File: config.mk
export PLATFORM = sky130hd
export DESIGN_NAME = oc_overcurrent_comparator
export DESIGN_NICKNAME = d
export VERILOG_FILES = /design/src/oc_overcurrent_comparator.v
export VERILOG_INCLUDE_DIRS = /design/src /design/src/pkg
export SDC_FILE = /design/constraint.sdc
export NUM_CORES = 1
export LEC_CHECK = 0
export CAP_MARGIN = 20
export CORE_MARGIN = 3
export CORE_UTILIZATION = 65
export DETAILED_ROUTE_END_ITERATION = 6
export DONT_BUFFER_PORTS = 1
export GPL_ROUTABILITY_DRIVEN = 1
export PLACE_DENSITY_LB_ADDON = 0.05
export SKIP_CTS_REPAIR_TIMING = 1
export SYNTH_ARGS = -nofsm -noshare
export SYNTH_HDL_FRONTEND = slang
export SYNTH_SLANG_ARGS = --single-unit
File: constraint.sdc
create_clock -name i_clk -period 21.3 [get_ports i_clk]
set_clock_uncertainty 0.05 [all_clocks]
set_input_delay 2.13 -clock i_clk [delete_from_list [all_inputs] [get_ports i_clk]]
set_output_delay 2.13 -clock i_clk [all_outputs]
set_load 0.01 [all_outputs]
File: src/pkg/oc_map.vh
/*
 * Register map, field positions, reset values and filter constants of the
 * overcurrent comparator block.
 * Assumes a 4-bit word address and 16-bit data on the register port.
 */
`ifndef OC_MAP_VH
`define OC_MAP_VH

// ----------------------------------------------------------------------
// Register word addresses
// ----------------------------------------------------------------------
`define OC_ADDR_CTRL        4'h0
`define OC_ADDR_CFG_A       4'h1
`define OC_ADDR_HIGH_TH_A   4'h2
`define OC_ADDR_LOW_TH_A    4'h3
`define OC_ADDR_CFG_B       4'h4
`define OC_ADDR_HIGH_TH_B   4'h5
`define OC_ADDR_LOW_TH_B    4'h6
`define OC_ADDR_STATUS      4'h7
`define OC_ADDR_FAULT_MASK  4'h8
`define OC_ADDR_MAIN_STATUS 4'h9
`define OC_ADDR_PIN_CFG     4'hA
`define OC_ADDR_IRQ_STATUS  4'hB
`define OC_ADDR_IRQ_ENABLE  4'hC
`define OC_ADDR_RESULT_A    4'hD
`define OC_ADDR_RESULT_B    4'hE

// ----------------------------------------------------------------------
// Field positions
// ----------------------------------------------------------------------
`define OC_CTRL_CMP_EN_A    0
`define OC_CTRL_CMP_EN_B    1
`define OC_CTRL_CONV_EN_A   2
`define OC_CTRL_CONV_EN_B   3
`define OC_PIN_DIR          0
`define OC_PIN_SRC          1
`define OC_PIN_FMT          2
`define OC_PIN_POL          3
`define OC_PIN_DATA         4
`define OC_PIN4_BASE        8

// ----------------------------------------------------------------------
// Reset values
// ----------------------------------------------------------------------
`define OC_RST_CTRL         4'h0
`define OC_RST_CFG          5'h00
`define OC_RST_HIGH_TH      16'h7FFF
`define OC_RST_LOW_TH       16'h8000
`define OC_RST_STATUS       4'hF
`define OC_RST_MASK         4'h0
`define OC_RST_PIN_CFG      13'h0000
`define OC_RST_IRQ          4'h0

// ----------------------------------------------------------------------
// Fast filter
// ----------------------------------------------------------------------
`define OC_OSR              64
`define OC_PHASE_LAST       6'h3F
`define OC_SETTLE_OUTPUTS   2'h2
`define OC_SINC_MID         20'h20000
`define OC_COUNT_MAX        5'h1F
`define OC_PWM_HALF         256

`endif

File: src/oc_overcurrent_comparator.v
/*
 * Two digital overcurrent comparators: sinc3 fast filters, threshold
 * checks, consecutive-exceedance counters, latched fault flags, combined
 * fault flag, interrupt and two fault pins.
 * Assumes the modulator bitstreams are produced on i_clk, one bit a clock,
 * and a register master that follows the plain strobe port protocol.
 */
// Chosen here: the register offsets and the plain strobed port.
// Functional notes
// RQ1: Each comparator runs its own sinc3 filter, fixed ratio 64, on the bitstream.
// RQ2: No offset or gain correction is applied to comparator results.
// RQ3: Comparator runs only while its current converter enable is set.
// RQ4: Filter starts once comparator enable and its converter enable are both set.
// RQ5: 16-bit result above high or below low threshold counts as exceedance.
// RQ6: High threshold 7FFF disables high-side detection.
// RQ7: Low threshold 8000 disables low-side detection.
// RQ8: Five-bit count sets consecutive exceedances needed; zero means one.
// RQ9: Counter clears on an in-range result or when comparator is disabled.
// RQ10: Combined fault flag goes low when any unmasked detailed flag is low.
// RQ11: Combined flag write-one clear ignored while any detailed flag is low.
// RQ12: Mask bit keeps detailed flag from combined flag, flag still records.
// RQ13: Host disables comparator before changing its configuration or thresholds.
// RQ14: Pin 3/4 show comparator A/B fault when output and source zero.
// RQ15: Fault pin active when high or low flag low; mask ignored.
// RQ16: Per-pin format and polarity bits shape active and inactive waveform.
// RQ17: Large overshoot trips in one 64-clock period, marginal in four.
// RQ18: Detailed flags stay low until host writes one to clear them.
`timescale 1ns/1ps
`include "oc_map.vh"

// ----------------------------------------------------------------------
// One comparator channel: fast filter, compare, exceedance counter
// ----------------------------------------------------------------------
module oc_channel (
  input  wire        i_clk,
  input  wire        i_reset,
  input  wire        i_run,
  input  wire        i_mod_bit,
  input  wire [15:0] i_high_th,
  input  wire [15:0] i_low_th,
  input  wire [4:0]  i_count_set,
  output wire [15:0] o_result,
  output wire        o_high_evt,
  output wire        o_low_evt
);
  reg  [19:0] int1_r;
  reg  [19:0] int2_r;
  reg  [19:0] int3_r;
  reg  [19:0] dly1_r;
  reg  [19:0] dly2_r;
  reg  [19:0] dly3_r;
  reg  [5:0]  phase_r;
  reg  [1:0]  settle_r;
  reg  [4:0]  exceed_r;
  reg  [15:0] result_r;
  reg         high_evt_r;
  reg         low_evt_r;
  reg  [19:0] comb1;
  reg  [19:0] comb2;
  reg  [19:0] comb3;
  reg  [19:0] centered;
  reg  [15:0] sample;
  reg         above;
  reg         below;
  wire        decimate;
  assign decimate   = (phase_r == `OC_PHASE_LAST);
  assign o_result   = result_r;
  assign o_high_evt = high_evt_r;
  assign o_low_evt  = low_evt_r;
  // Comb section and scaling to a signed 16-bit code
  always @* begin
    comb1    = int3_r - dly1_r;
    comb2    = comb1 - dly2_r;
    comb3    = comb2 - dly3_r;
    centered = comb3 - `OC_SINC_MID;
    // RQ2: raw code only
    if (!centered[19] && (centered[18:17] != 2'b00)) begin
      sample = 16'h7FFF;
    end else begin
      sample = centered[17:2];
    end
    // RQ5: two-sided compare
    // RQ6: 7FFF never exceeded
    // RQ7: 8000 never undercut
    above = ($signed(sample) > $signed(i_high_th));
    below = ($signed(sample) < $signed(i_low_th));
  end
  // RQ1: sinc3 integrators, ratio 64
  always @(posedge i_clk or posedge i_reset) begin
    if (i_reset) begin
      int1_r     <= 20'h00000;
      int2_r     <= 20'h00000;
      int3_r     <= 20'h00000;
      dly1_r     <= 20'h00000;
      dly2_r     <= 20'h00000;
      dly3_r     <= 20'h00000;
      phase_r    <= 6'h00;
      settle_r   <= 2'h0;
      exceed_r   <= 5'h00;
      result_r   <= 16'h0000;
      high_evt_r <= 1'b0;
      low_evt_r  <= 1'b0;
    end else if (!i_run) begin
      // RQ9: disable clears counter
      int1_r     <= 20'h00000;
      int2_r     <= 20'h00000;
      int3_r     <= 20'h00000;
      dly1_r     <= 20'h00000;
      dly2_r     <= 20'h00000;
      dly3_r     <= 20'h00000;
      phase_r    <= 6'h00;
      settle_r   <= 2'h0;
      exceed_r   <= 5'h00;
      high_evt_r <= 1'b0;
      low_evt_r  <= 1'b0;
    end else begin
      // RQ4: runs whenever enabled
      int1_r     <= int1_r + {19'h00000, i_mod_bit};
      int2_r     <= int2_r + int1_r;
      int3_r     <= int3_r + int2_r;
      phase_r    <= phase_r + 6'h01;
      high_evt_r <= 1'b0;
      low_evt_r  <= 1'b0;
      if (decimate) begin
        dly1_r <= int3_r;
        dly2_r <= comb1;
        dly3_r <= comb2;
        // Unsettled start-up outputs are hidden
        if (settle_r != `OC_SETTLE_OUTPUTS) begin
          settle_r <= settle_r + 2'h1;
        end else begin
          // RQ17: one decision per 64 clocks
          result_r <= sample;
          if (above || below) begin
            // RQ8: trip after setting plus one results
            if (exceed_r >= i_count_set) begin
              high_evt_r <= above;
              low_evt_r  <= below;
            end
            if (exceed_r != `OC_COUNT_MAX) begin
              exceed_r <= exceed_r + 5'h01;
            end
          end else begin
            // RQ9: in-range result clears
            exceed_r <= 5'h00;
          end
        end
      end
    end
  end
endmodule

// ----------------------------------------------------------------------
// Top level
// ----------------------------------------------------------------------
module oc_overcurrent_comparator #(
  parameter PWM_HALF = `OC_PWM_HALF
) (
  input  wire        i_clk,
  input  wire        i_reset,
  input  wire        i_mod_bit_a,
  input  wire        i_mod_bit_b,
  input  wire [3:0]  i_addr,
  input  wire [15:0] i_wdata,
  input  wire        i_wr,
  input  wire        i_rd,
  output wire [15:0] o_rdata,
  output wire        o_irq,
  output wire        o_conv_en_a,
  output wire        o_conv_en_b,
  output wire        o_pin3_out,
  output wire        o_pin3_oe_n,
  output wire        o_pin4_out,
  output wire        o_pin4_oe_n
);
  reg  [3:0]  ctrl_r;
  reg  [4:0]  cfg_a_r;
  reg  [15:0] high_th_a_r;
  reg  [15:0] low_th_a_r;
  reg  [4:0]  cfg_b_r;
  reg  [15:0] high_th_b_r;
  reg  [15:0] low_th_b_r;
  reg  [3:0]  status_r;
  reg  [3:0]  status_nxt;
  reg  [3:0]  mask_r;
  reg         fault_n_r;
  reg         fault_n_nxt;
  reg  [12:0] pin_cfg_r;
  reg  [3:0]  irq_status_r;
  reg  [3:0]  irq_status_nxt;
  reg  [3:0]  irq_enable_r;
  reg  [15:0] rdata_r;
  reg  [15:0] rdata_nxt;
  reg  [8:0]  pwm_cnt_r;
  reg         pwm_r;
  reg         pin3_r;
  reg         pin4_r;
  reg         pin3_oe_n_r;
  reg         pin4_oe_n_r;
  wire [15:0] result_a;
  wire [15:0] result_b;
  wire [3:0]  evt;
  wire        run_a;
  wire        run_b;
  wire        fault_a;
  wire        fault_b;
  wire [4:0]  p3;
  wire [4:0]  p4;
  // RQ3: comparator needs its converter enabled
  assign run_a = ctrl_r[`OC_CTRL_CMP_EN_A] & ctrl_r[`OC_CTRL_CONV_EN_A];
  assign run_b = ctrl_r[`OC_CTRL_CMP_EN_B] & ctrl_r[`OC_CTRL_CONV_EN_B];
  assign o_conv_en_a = ctrl_r[`OC_CTRL_CONV_EN_A];
  assign o_conv_en_b = ctrl_r[`OC_CTRL_CONV_EN_B];
  oc_channel u_chan_a (
    .i_clk       (i_clk),
    .i_reset     (i_reset),
    .i_run       (run_a),
    .i_mod_bit   (i_mod_bit_a),
    .i_high_th   (high_th_a_r),
    .i_low_th    (low_th_a_r),
    .i_count_set (cfg_a_r),
    .o_result    (result_a),
    .o_high_evt  (evt[0]),
    .o_low_evt   (evt[1])
  );
  oc_channel u_chan_b (
    .i_clk       (i_clk),
    .i_reset     (i_reset),
    .i_run       (run_b),
    .i_mod_bit   (i_mod_bit_b),
    .i_high_th   (high_th_b_r),
    .i_low_th    (low_th_b_r),
    .i_count_set (cfg_b_r),
    .o_result    (result_b),
    .o_high_evt  (evt[2]),
    .o_low_evt   (evt[3])
  );
  // ----------------------------------------------------------------------
  // Flags: set wins over a simultaneous clear
  // ----------------------------------------------------------------------
  always @* begin
    status_nxt     = status_r;
    irq_status_nxt = irq_status_r;
    fault_n_nxt    = fault_n_r;
    if (i_wr && (i_addr == `OC_ADDR_STATUS)) begin
      status_nxt = status_r | i_wdata[3:0];
    end
    if (i_wr && (i_addr == `OC_ADDR_IRQ_STATUS)) begin
      irq_status_nxt = irq_status_r & ~i_wdata[3:0];
    end
    // RQ18: latched until written one
    status_nxt     = status_nxt & ~evt;
    irq_status_nxt = irq_status_nxt | evt;
    // RQ11: clear only with all detailed flags high
    if (i_wr && (i_addr == `OC_ADDR_MAIN_STATUS) && i_wdata[0] && (&status_r)) begin
      fault_n_nxt = 1'b1;
    end
    // RQ10: unmasked low flag drives combined low
    // RQ12: masked flags excluded
    if (|(~status_nxt & ~mask_r)) begin
      fault_n_nxt = 1'b0;
    end
  end
  // ----------------------------------------------------------------------
  // Register writes
  // ----------------------------------------------------------------------
  always @(posedge i_clk or posedge i_reset) begin
    if (i_reset) begin
      ctrl_r       <= `OC_RST_CTRL;
      cfg_a_r      <= `OC_RST_CFG;
      high_th_a_r  <= `OC_RST_HIGH_TH;
      low_th_a_r   <= `OC_RST_LOW_TH;
      cfg_b_r      <= `OC_RST_CFG;
      high_th_b_r  <= `OC_RST_HIGH_TH;
      low_th_b_r   <= `OC_RST_LOW_TH;
      status_r     <= `OC_RST_STATUS;
      mask_r       <= `OC_RST_MASK;
      fault_n_r    <= 1'b1;
      pin_cfg_r    <= `OC_RST_PIN_CFG;
      irq_status_r <= `OC_RST_IRQ;
      irq_enable_r <= `OC_RST_IRQ;
    end else begin
      status_r     <= status_nxt;
      irq_status_r <= irq_status_nxt;
      fault_n_r    <= fault_n_nxt;
      if (i_wr) begin
        if (i_addr == `OC_ADDR_CTRL) begin
          ctrl_r <= i_wdata[3:0];
        end else if (i_addr == `OC_ADDR_CFG_A) begin
          cfg_a_r <= i_wdata[4:0];
        end else if (i_addr == `OC_ADDR_HIGH_TH_A) begin
          high_th_a_r <= i_wdata;
        end else if (i_addr == `OC_ADDR_LOW_TH_A) begin
          low_th_a_r <= i_wdata;
        end else if (i_addr == `OC_ADDR_CFG_B) begin
          cfg_b_r <= i_wdata[4:0];
        end else if (i_addr == `OC_ADDR_HIGH_TH_B) begin
          high_th_b_r <= i_wdata;
        end else if (i_addr == `OC_ADDR_LOW_TH_B) begin
          low_th_b_r <= i_wdata;
        end else if (i_addr == `OC_ADDR_FAULT_MASK) begin
          mask_r <= i_wdata[3:0];
        end else if (i_addr == `OC_ADDR_PIN_CFG) begin
          pin_cfg_r <= i_wdata[12:0];
        end else if (i_addr == `OC_ADDR_IRQ_ENABLE) begin
          irq_enable_r <= i_wdata[3:0];
        end
      end
    end
  end
  // ----------------------------------------------------------------------
  // Register reads: data in the cycle after the strobe only
  // ----------------------------------------------------------------------
  always @* begin
    rdata_nxt = 16'h0000;
    if (i_rd) begin
      if (i_addr == `OC_ADDR_CTRL) begin
        rdata_nxt = {12'h000, ctrl_r};
      end else if (i_addr == `OC_ADDR_CFG_A) begin
        rdata_nxt = {11'h000, cfg_a_r};
      end else if (i_addr == `OC_ADDR_HIGH_TH_A) begin
        rdata_nxt = high_th_a_r;
      end else if (i_addr == `OC_ADDR_LOW_TH_A) begin
        rdata_nxt = low_th_a_r;
      end else if (i_addr == `OC_ADDR_CFG_B) begin
        rdata_nxt = {11'h000, cfg_b_r};
      end else if (i_addr == `OC_ADDR_HIGH_TH_B) begin
        rdata_nxt = high_th_b_r;
      end else if (i_addr == `OC_ADDR_LOW_TH_B) begin
        rdata_nxt = low_th_b_r;
      end else if (i_addr == `OC_ADDR_STATUS) begin
        rdata_nxt = {12'h000, status_r};
      end else if (i_addr == `OC_ADDR_FAULT_MASK) begin
        rdata_nxt = {12'h000, mask_r};
      end else if (i_addr == `OC_ADDR_MAIN_STATUS) begin
        rdata_nxt = {15'h0000, fault_n_r};
      end else if (i_addr == `OC_ADDR_PIN_CFG) begin
        rdata_nxt = {3'h0, pin_cfg_r};
      end else if (i_addr == `OC_ADDR_IRQ_STATUS) begin
        rdata_nxt = {12'h000, irq_status_r};
      end else if (i_addr == `OC_ADDR_IRQ_ENABLE) begin
        rdata_nxt = {12'h000, irq_enable_r};
      end else if (i_addr == `OC_ADDR_RESULT_A) begin
        rdata_nxt = result_a;
      end else if (i_addr == `OC_ADDR_RESULT_B) begin
        rdata_nxt = result_b;
      end
    end
  end
  assign o_rdata = rdata_r;
  assign o_irq   = |(irq_status_r & irq_enable_r);
  // ----------------------------------------------------------------------
  // Fault pins
  // ----------------------------------------------------------------------
  // RQ15: flags only, mask not used
  assign fault_a = ~status_r[0] | ~status_r[1];
  assign fault_b = ~status_r[2] | ~status_r[3];
  assign p3      = pin_cfg_r[4:0];
  assign p4      = pin_cfg_r[`OC_PIN4_BASE+4:`OC_PIN4_BASE];
  always @(posedge i_clk or posedge i_reset) begin
    if (i_reset) begin
      rdata_r     <= 16'h0000;
      pwm_cnt_r   <= 9'h000;
      pwm_r       <= 1'b0;
      pin3_r      <= 1'b0;
      pin4_r      <= 1'b0;
      pin3_oe_n_r <= 1'b1;
      pin4_oe_n_r <= 1'b1;
    end else begin
      rdata_r <= rdata_nxt;
      // Heartbeat divider for the inactive waveform
      if (pwm_cnt_r == PWM_HALF[8:0] - 9'h001) begin
        pwm_cnt_r <= 9'h000;
        pwm_r     <= ~pwm_r;
      end else begin
        pwm_cnt_r <= pwm_cnt_r + 9'h001;
      end
      // RQ14: output direction and comparator source
      pin3_oe_n_r <= ~p3[`OC_PIN_DIR];
      pin4_oe_n_r <= ~p4[`OC_PIN_DIR];
      // RQ16: polarity sets active level, format the inactive one
      if (p3[`OC_PIN_SRC]) begin
        pin3_r <= p3[`OC_PIN_DATA];
      end else if (fault_a) begin
        pin3_r <= p3[`OC_PIN_POL];
      end else begin
        pin3_r <= p3[`OC_PIN_FMT] ? pwm_r : ~p3[`OC_PIN_POL];
      end
      if (p4[`OC_PIN_SRC]) begin
        pin4_r <= p4[`OC_PIN_DATA];
      end else if (fault_b) begin
        pin4_r <= p4[`OC_PIN_POL];
      end else begin
        pin4_r <= p4[`OC_PIN_FMT] ? pwm_r : ~p4[`OC_PIN_POL];
      end
    end
  end
  assign o_pin3_out  = pin3_r;
  assign o_pin3_oe_n = pin3_oe_n_r;
  assign o_pin4_out  = pin4_r;
  assign o_pin4_oe_n = pin4_oe_n_r;
endmodule

==> results of run 1 <==
[critical path, delay by kind of cell, from the launching register on]
family | cells | cell delay (ns)
AOI/OAI and AO/OA | 20 | 4.77
xor gates and xnor gates | 2 | 0.52
adders and majority gates | 6 | 1.82
buffers and inverters | 1 | 0.06
DFF | 1 | 0.38
muxes | 1 | 0.18
and+or+nand+nor | 9 | 2.42
[kinds of logic after synthesis]
family | share of synthesized area
DFF | 0.384
adders and majority gates | 0.140
buffers and inverters | 0.0453
xor gates and xnor gates | 0.0601
AOI/OAI and AO/OA | 0.160
muxes | 0.0542
and+or+nand+nor | 0.156
[sequential cells by signal, summed over array words and instances (netlist names), 20 cells and up]
register and flops:
u_chan_a.int3_r 20, u_chan_a.dly3_r 20, u_chan_b.int3_r 20, u_chan_a.dly2_r 20
u_chan_a.dly1_r 20, u_chan_b.dly3_r 20, u_chan_a.int1_r 20, u_chan_b.int1_r 20
u_chan_a.int2_r 20, u_chan_b.dly1_r 20, u_chan_b.dly2_r 20, u_chan_b.int2_r 20
[routing by layer]
metal / vias up / part of all wire / track usage
met5: - / 0 / 0
met4: 0 / 0.033 / 0.101
met3: 140 / 0.045 / 0.0402
met2: 499 / 0.48 / 0.489
met1: 10700 / 0.44 / 0.368
li1: 10900 / - / -
[worst max-delay path by stage]
stage | from | end | slack (ns)
after floorplan | i_reset | cfg_a_r[0] | 6.93
after global placement | u_chan_b.int3_r[0] | u_chan_b.exceed_r[2] | 11.77
after detailed placement | u_chan_b.int3_r[0] | u_chan_b.exceed_r[2] | 11.32
after CTS | u_chan_b.dly1_r[0] | u_chan_b.exceed_r[2] | 11.23
after global routing | u_chan_b.int3_r[0] | u_chan_b.exceed_r[2] | 10.07
final | u_chan_b.dly1_r[0] | u_chan_b.exceed_r[2] | 11.00
[synthesized netlist by cell type (24+ instances only)]
library cell	n	share of area
nand2b_1	44	0.0096
dfrtp_1	401	0.35
and3_1	48	0.010
dfstp_2	39	0.036
a21oi_1	274	0.048
nand3_1	75	0.013
nor2_1	286	0.037
a22oi_1	24	0.0063
inv_1	248	0.032
xor2_1	80	0.024
ha_1	307	0.13
xnor2_1	109	0.033
nand2_1	335	0.044
nand4_1	29	0.0063
a21o_1	64	0.017
a211oi_1	28	0.0073
mux2_2	121	0.047
clkbuf_1	81	0.011
nor3_1	43	0.0075
nor2b_1	33	0.0072
a31oi_1	34	0.0074
o21ai_0	120	0.021
[final cells by class]
class	count	share of cell area
Clock buffer	70	0.0455
Inverter	248	0.0302
Timing Repair Buffer	15	0.00435
Sequential cell	440	0.356
Tap cell	585	0.0235
Clock inverter	19	0.0104
Multi-Input combinational cell	2352	0.530
[power groups by stage]
| stage | registers [mW] | clock network (mW) | logic, mW |
|---|---|---|---|
| final | 0.961 | 0.911 | 0.266 |
| after global routing | 0.966 | 0.963 | 0.300 |
| after global placement | 0.972 | 0 | 0.256 |
| after floorplan | 0.944 | 0 | 0.211 |
| after CTS | 0.960 | 0.929 | 0.267 |
| after detailed placement | 0.974 | 0 | 0.264 |
==> results.md, run 1 <==
* Comb pwr share at 0.124
* Final #Nets at about 3,400
* DP Worst Slack at around 11 ns
* Most common cell after layout, fill and taps aside: dfrtp_1
* Net Sw Power at 0.563 mW
* Mapped Cells at 3,136
* FF-to-FF setup slack at 11.00 ns
* RSZ-0062 raised after global routing: no
* Final min period at about 10 ns
* Final setup violation count at 0
* Die Y at 217 um
* Post-synth EDFFs at 0
* Post-Synthesis Cell Area at 0.0288 mm2
* Internal power at 1.58 mW
* Area Overhead vs Synth at 7.89%
* Status: completed
* Fillers at 3,347
* Clk slew on worst S/H paths at approximately 0.060 ns
* Post-Syn Nets at between 3,000 and 4,000
* Antenna viol nets, final at 0
* Global-route wire length before repair at 110,000 um
* YS warnings at 0
* Initial antenna violation count at 0
* Placer congestion estimate at 0.922
* Ant. Diodes at 0
* CP required at approximately 22 ns
* Global Route Usage Sum at 0.284
* Slew Limit Fails at 0
* Pre-Repair DR Iteration Count at 5
* Vias in the first global route at roughly 22,000
* Worst-path fanout max at 15
* Total power at 2.14 mW
* Later-pin clock latency in the skew report at 0.59 ns
* Min-Delay Path Depth at 1
* Startpoint types: flop
* CP Class: flop to flop
* IO Count at 49
* FMAX at 97.1 MHz
* Worst Hold Path EP: o_pin4_oe_n
* Fraction of layout cells with a size suffix above 1 at 0.0976
* Tcrit/Tclk final at 0.484
* Sequential share of the synthesized area at 0.384
* Area of the multi-input gates at 0.0165 mm2
* HP Start: pin_cfg_r[8]
* Vias/cell at 5.99
* CP arrival at ~11 ns
* CP most frequent cell: ha_1
* Hold_ws at 0.372 ns
* CTS Root Buffer Type: clkbuf_16
* Clock power frac at 0.426
* Total of max-cap violations at 0
* CTS sink count at 440
* FFs w/ async S/R, synth at 1.00
* Avg Inst Size Synth at 9.19 um2
* Worst slew pin tran at approximately 1.1 ns
* Fin util at 0.715
* DRC viols at 0
* Core region area at roughly 0.043 mm2
* Max stage delay on crit path at slightly below 0.7 ns
* Slew HR at 0.285
* Final WL at 66,200 um
* Initial core utilization at 0.663
* Storage cell area at 0.0111 mm2
* Synthesized flop and latch total at 440
* Main flop type after synthesis: dfrtp_1
* Setup WS post-layout at 11.00 ns
* Vias post-DR at roughly 22,000
* Sequential power share at 0.450
* Post-DP HPWL at 48,400 um
* Switching share of power at 0.263
* Static Leak at approximately 15 nW
* Pin count of the biggest net entering global routing at 162
* Fin Setup TNS at 0 ns
* CTS tree: built
* Row count at 76
* Placed insts at 3,639
* Placed cell areas at 0.0293 mm2
* Hold crit path type: flop to flop
* Hold Violations, Final at 0
* 1st-iter DRT viols at 1,815
* Post-synthesis cell type count at 90
* Max IR drop VDD at 0.0000623 V
* R2r startpoint: u_chan_b.dly1_r[0]
* CP Capture Type: flop
* Clock buffer depth at 3
* Most frequent cells in the layout: dfrtp_1 (401), nand2_1 (333), ha_1 (307), nor2_1 (285), a21oi_1 (274)
* R2R depth at 39
* Layout Cells excl Fill at 3,729
* H-tree depth at 2
* Die width at 217 um
* IO Port Bufs at 0
* Pwr/cell area at 68.8 mW/mm2
* Design area at 0.0311 mm2
* GRT overflow at 0
* Reg2Reg Capture Point: u_chan_b.exceed_r[2]
* Max stage delay cell, worst path: nor3_1
* Die ar. at 0.0469 mm2
* DR WL/cell at 17.8 um
* TritonCTS Buffers at 49
No activity file was read; power rests on OpenSTA's default activity.
==> run 2, diff against run 1 <==
- CORE_UTILIZATION: 65 -> 59
- clock period: 21.3 -> 8.8 ns (I/O delays scaled with it)
==> results.md, run 2 (synthesis gave the netlist of run 1 again) <==
* Antenna viol nets, final at 0 (unchanged)
* Final min period at 8.64 ns (-1.66 ns)
* DRC viols at 2 (+2)
* Later-pin clock latency in the skew report at 0.62 ns (+0.03 ns)
* Vias/cell at 5.87 (-2.0%)
* TritonCTS Buffers at 50 (+2.0%)
* CP Class: flop to flop
* Die ar. at 0.0515 mm2 (+9.9%)
* Pwr/cell area at 161 mW/mm2 (+130%)
* Slew Limit Fails at 0 (unchanged)
* CTS tree: built
* Die width at 227 um (+4.8%)
* Status: finished with violations
* Initial antenna violation count at 0 (unchanged)
* CTS Root Buffer Type: clkbuf_16
* Worst-path fanout max at 7 (-8)
* Worst slew pin tran at 1.14 ns (+0.0696 ns)
* CP Capture Type: flop
* Core region area at 0.0479 mm2 (+10%)
* Levels on crit path at 42 (+7.7%)
* CTS sink count at 440 (unchanged)
* Min-Delay Path Depth at 1 (unchanged)
* Global Route Usage Sum at 0.267 (-0.0167)
* Slew HR at 0.238 (-0.0466)
* Total power at 5.20 mW (+140%)
* Final WL at 69,000 um (+4.2%)
* Most common cell after layout, fill and taps aside: dfrtp_1
* Fin Setup TNS at 0 ns (unchanged)
* Vias post-DR at 22,700 (+1.5%)
* Ant. Diodes at 0 (unchanged)
* Final setup violation count at 0 (unchanged)
* Total of max-cap violations at 0 (unchanged)
* Fraction of layout cells with a size suffix above 1 at 0.147 (+0.0492)
* Pre-Repair DR Iteration Count at 7 (+2)
* CP required at 9.27 ns (-12.46 ns)
* Critical Path Start: u_chan_b.dly1_r[0]
* R2R depth at 42 (+7.7%)
* Max stage delay on crit path at 0.44 ns (-0.24 ns)
* Failing checks: DRC
* IO Count at 49 (unchanged)
* CP Buf/Inv Count at 3 (+2)
* H-tree depth at 2 (unchanged)
* Max stage delay cell, worst path: or3_4
* Post-DP HPWL at 50,300 um (+3.9%)
* GRT overflow at 0 (unchanged)
* Row count at 80 (+5.3%)
* R2r startpoint: u_chan_b.dly1_r[0]
* DP Worst Slack at -0.801 ns (-12.12 ns)
* DR WL/cell at 17.9 um (+0.60%)
* RSZ-0062 raised after global routing: yes
* Placed cell areas at 0.0301 mm2 (+2.5%)
* CP arrival at 9.11 ns (-1.62 ns)
* Design area at 0.0324 mm2 (+4.1%)
* Layout Cells excl Fill at 3,863 (+3.6%)
* Global-route wire length before repair at 112,000 um (+2.4%)
* Area Overhead vs Synth at 12.3%
* Initial core utilization at 0.601 (-0.0621)
* Pin count of the biggest net entering global routing at 152 (-6.2%)
* Hold Violations, Final at 0 (unchanged)
* IO Port Bufs at 0 (unchanged)
* Tcrit/Tclk final at 0.982 (+0.498)
* Static Leak at 15.2 nW (+4.0%)
* Most frequent cells in the layout: dfrtp_1 (401), nand2_1 (331), ha_1 (299), nor2_1 (284), a21oi_1 (263)
* Crit path max-delay family: compound AO/OA/AOI/OAI gates
* Placed insts at 3,763 (+3.4%)
* Clock buffer depth at 3 (unchanged)
* Clk slew on worst S/H paths at 0.06 ns (about the same)
* 1st-iter DRT viols at 1,300 (-28%)
* FMAX at 116 MHz (+19%)
* Die Y at 227 um (+4.8%)
* Max IR drop VDD at 0.000143 V (+130%)
* Final #Nets at 3,552 (+3.0%)
* Worst Hold Path EP: o_pin4_oe_n
* FF-to-FF setup slack at 0.16 ns (-10.84 ns)
* Setup WS post-layout at 0.162 ns (-10.84 ns)
* Placer congestion estimate at 0.899 (-2.4%)
* Hold crit path type: flop to flop
* Reg2Reg Capture Point: u_chan_b.exceed_r[2]
* Vias in the first global route at 22,400 (+1.8%)
* Fillers at 3,822 (+14%)
* Startpoint types: flop
* HP Start: pin_cfg_r[8]
-- run 2: changes by cell type in the layout (fill, tap and decap cells not counted), moves of 6 or more --
cell / before / now
ha_1: 307 / 299
or2_4: 0 / 6
a21oi_2: 2 / 12
a2111oi_0: 6 / 0
a21oi_1: 274 / 263
buf_4: 12 / 111
o21ai_0: 120 / 110
-- run 2: final cells by class --
cell class | instances | area [um2] | area share
repair buffers | 117 | 917 | 0.0283
multi-input cells | 2352 | 17000 | 0.524
flip-flops and latches | 440 | 11100 | 0.342
clock inverters | 17 | 220 | 0.00680
inverters | 248 | 935 | 0.0289
well taps | 615 | 769 | 0.0238
clock buffers | 74 | 1500 | 0.0464
-- run 2: routing by layer --
| layer | GRT usage | share of wire | vias up |
|---|---|---|---|
| met2 | 0.455 | 0.48 | 488 |
| met1 | 0.342 | 0.44 | 10900 |
| met3 | 0.0418 | 0.044 | 144 |
| met5 | 0 | 0 | - |
| met4 | 0.110 | 0.038 | 0 |
| li1 | - | - | 11100 |
-- run 2: how the worst max path moves through the flow --
stage	endpoint
after floorplan	u_chan_b.exceed_r[2]
after global placement	u_chan_b.exceed_r[2]
after detailed placement	u_chan_b.exceed_r[2]
after CTS	u_chan_b.exceed_r[2]
final	u_chan_b.exceed_r[2]
after global routing	u_chan_b.exceed_r[2]
-- run 2: stage by stage --
| stage | utilization | hold WS (ns) |
|---|---|---|
| floorplan | - | 0.326 |
| global placement | 0.627 | 0.347 |
| detailed placement | 0.627 | 0.341 |
| CTS | 0.663 | -0.0462 |
| global route | 0.675 | 0.354 |
| finish | 0.675 | 0.345 |
-- run 2: power by group --
group / internal (mW) / switching, mW / total [mW]
sequential: 2.18 / 0.155 / 2.33
clock: 1.30 / 0.858 / 2.16
combinational: 0.299 / 0.412 / 0.710
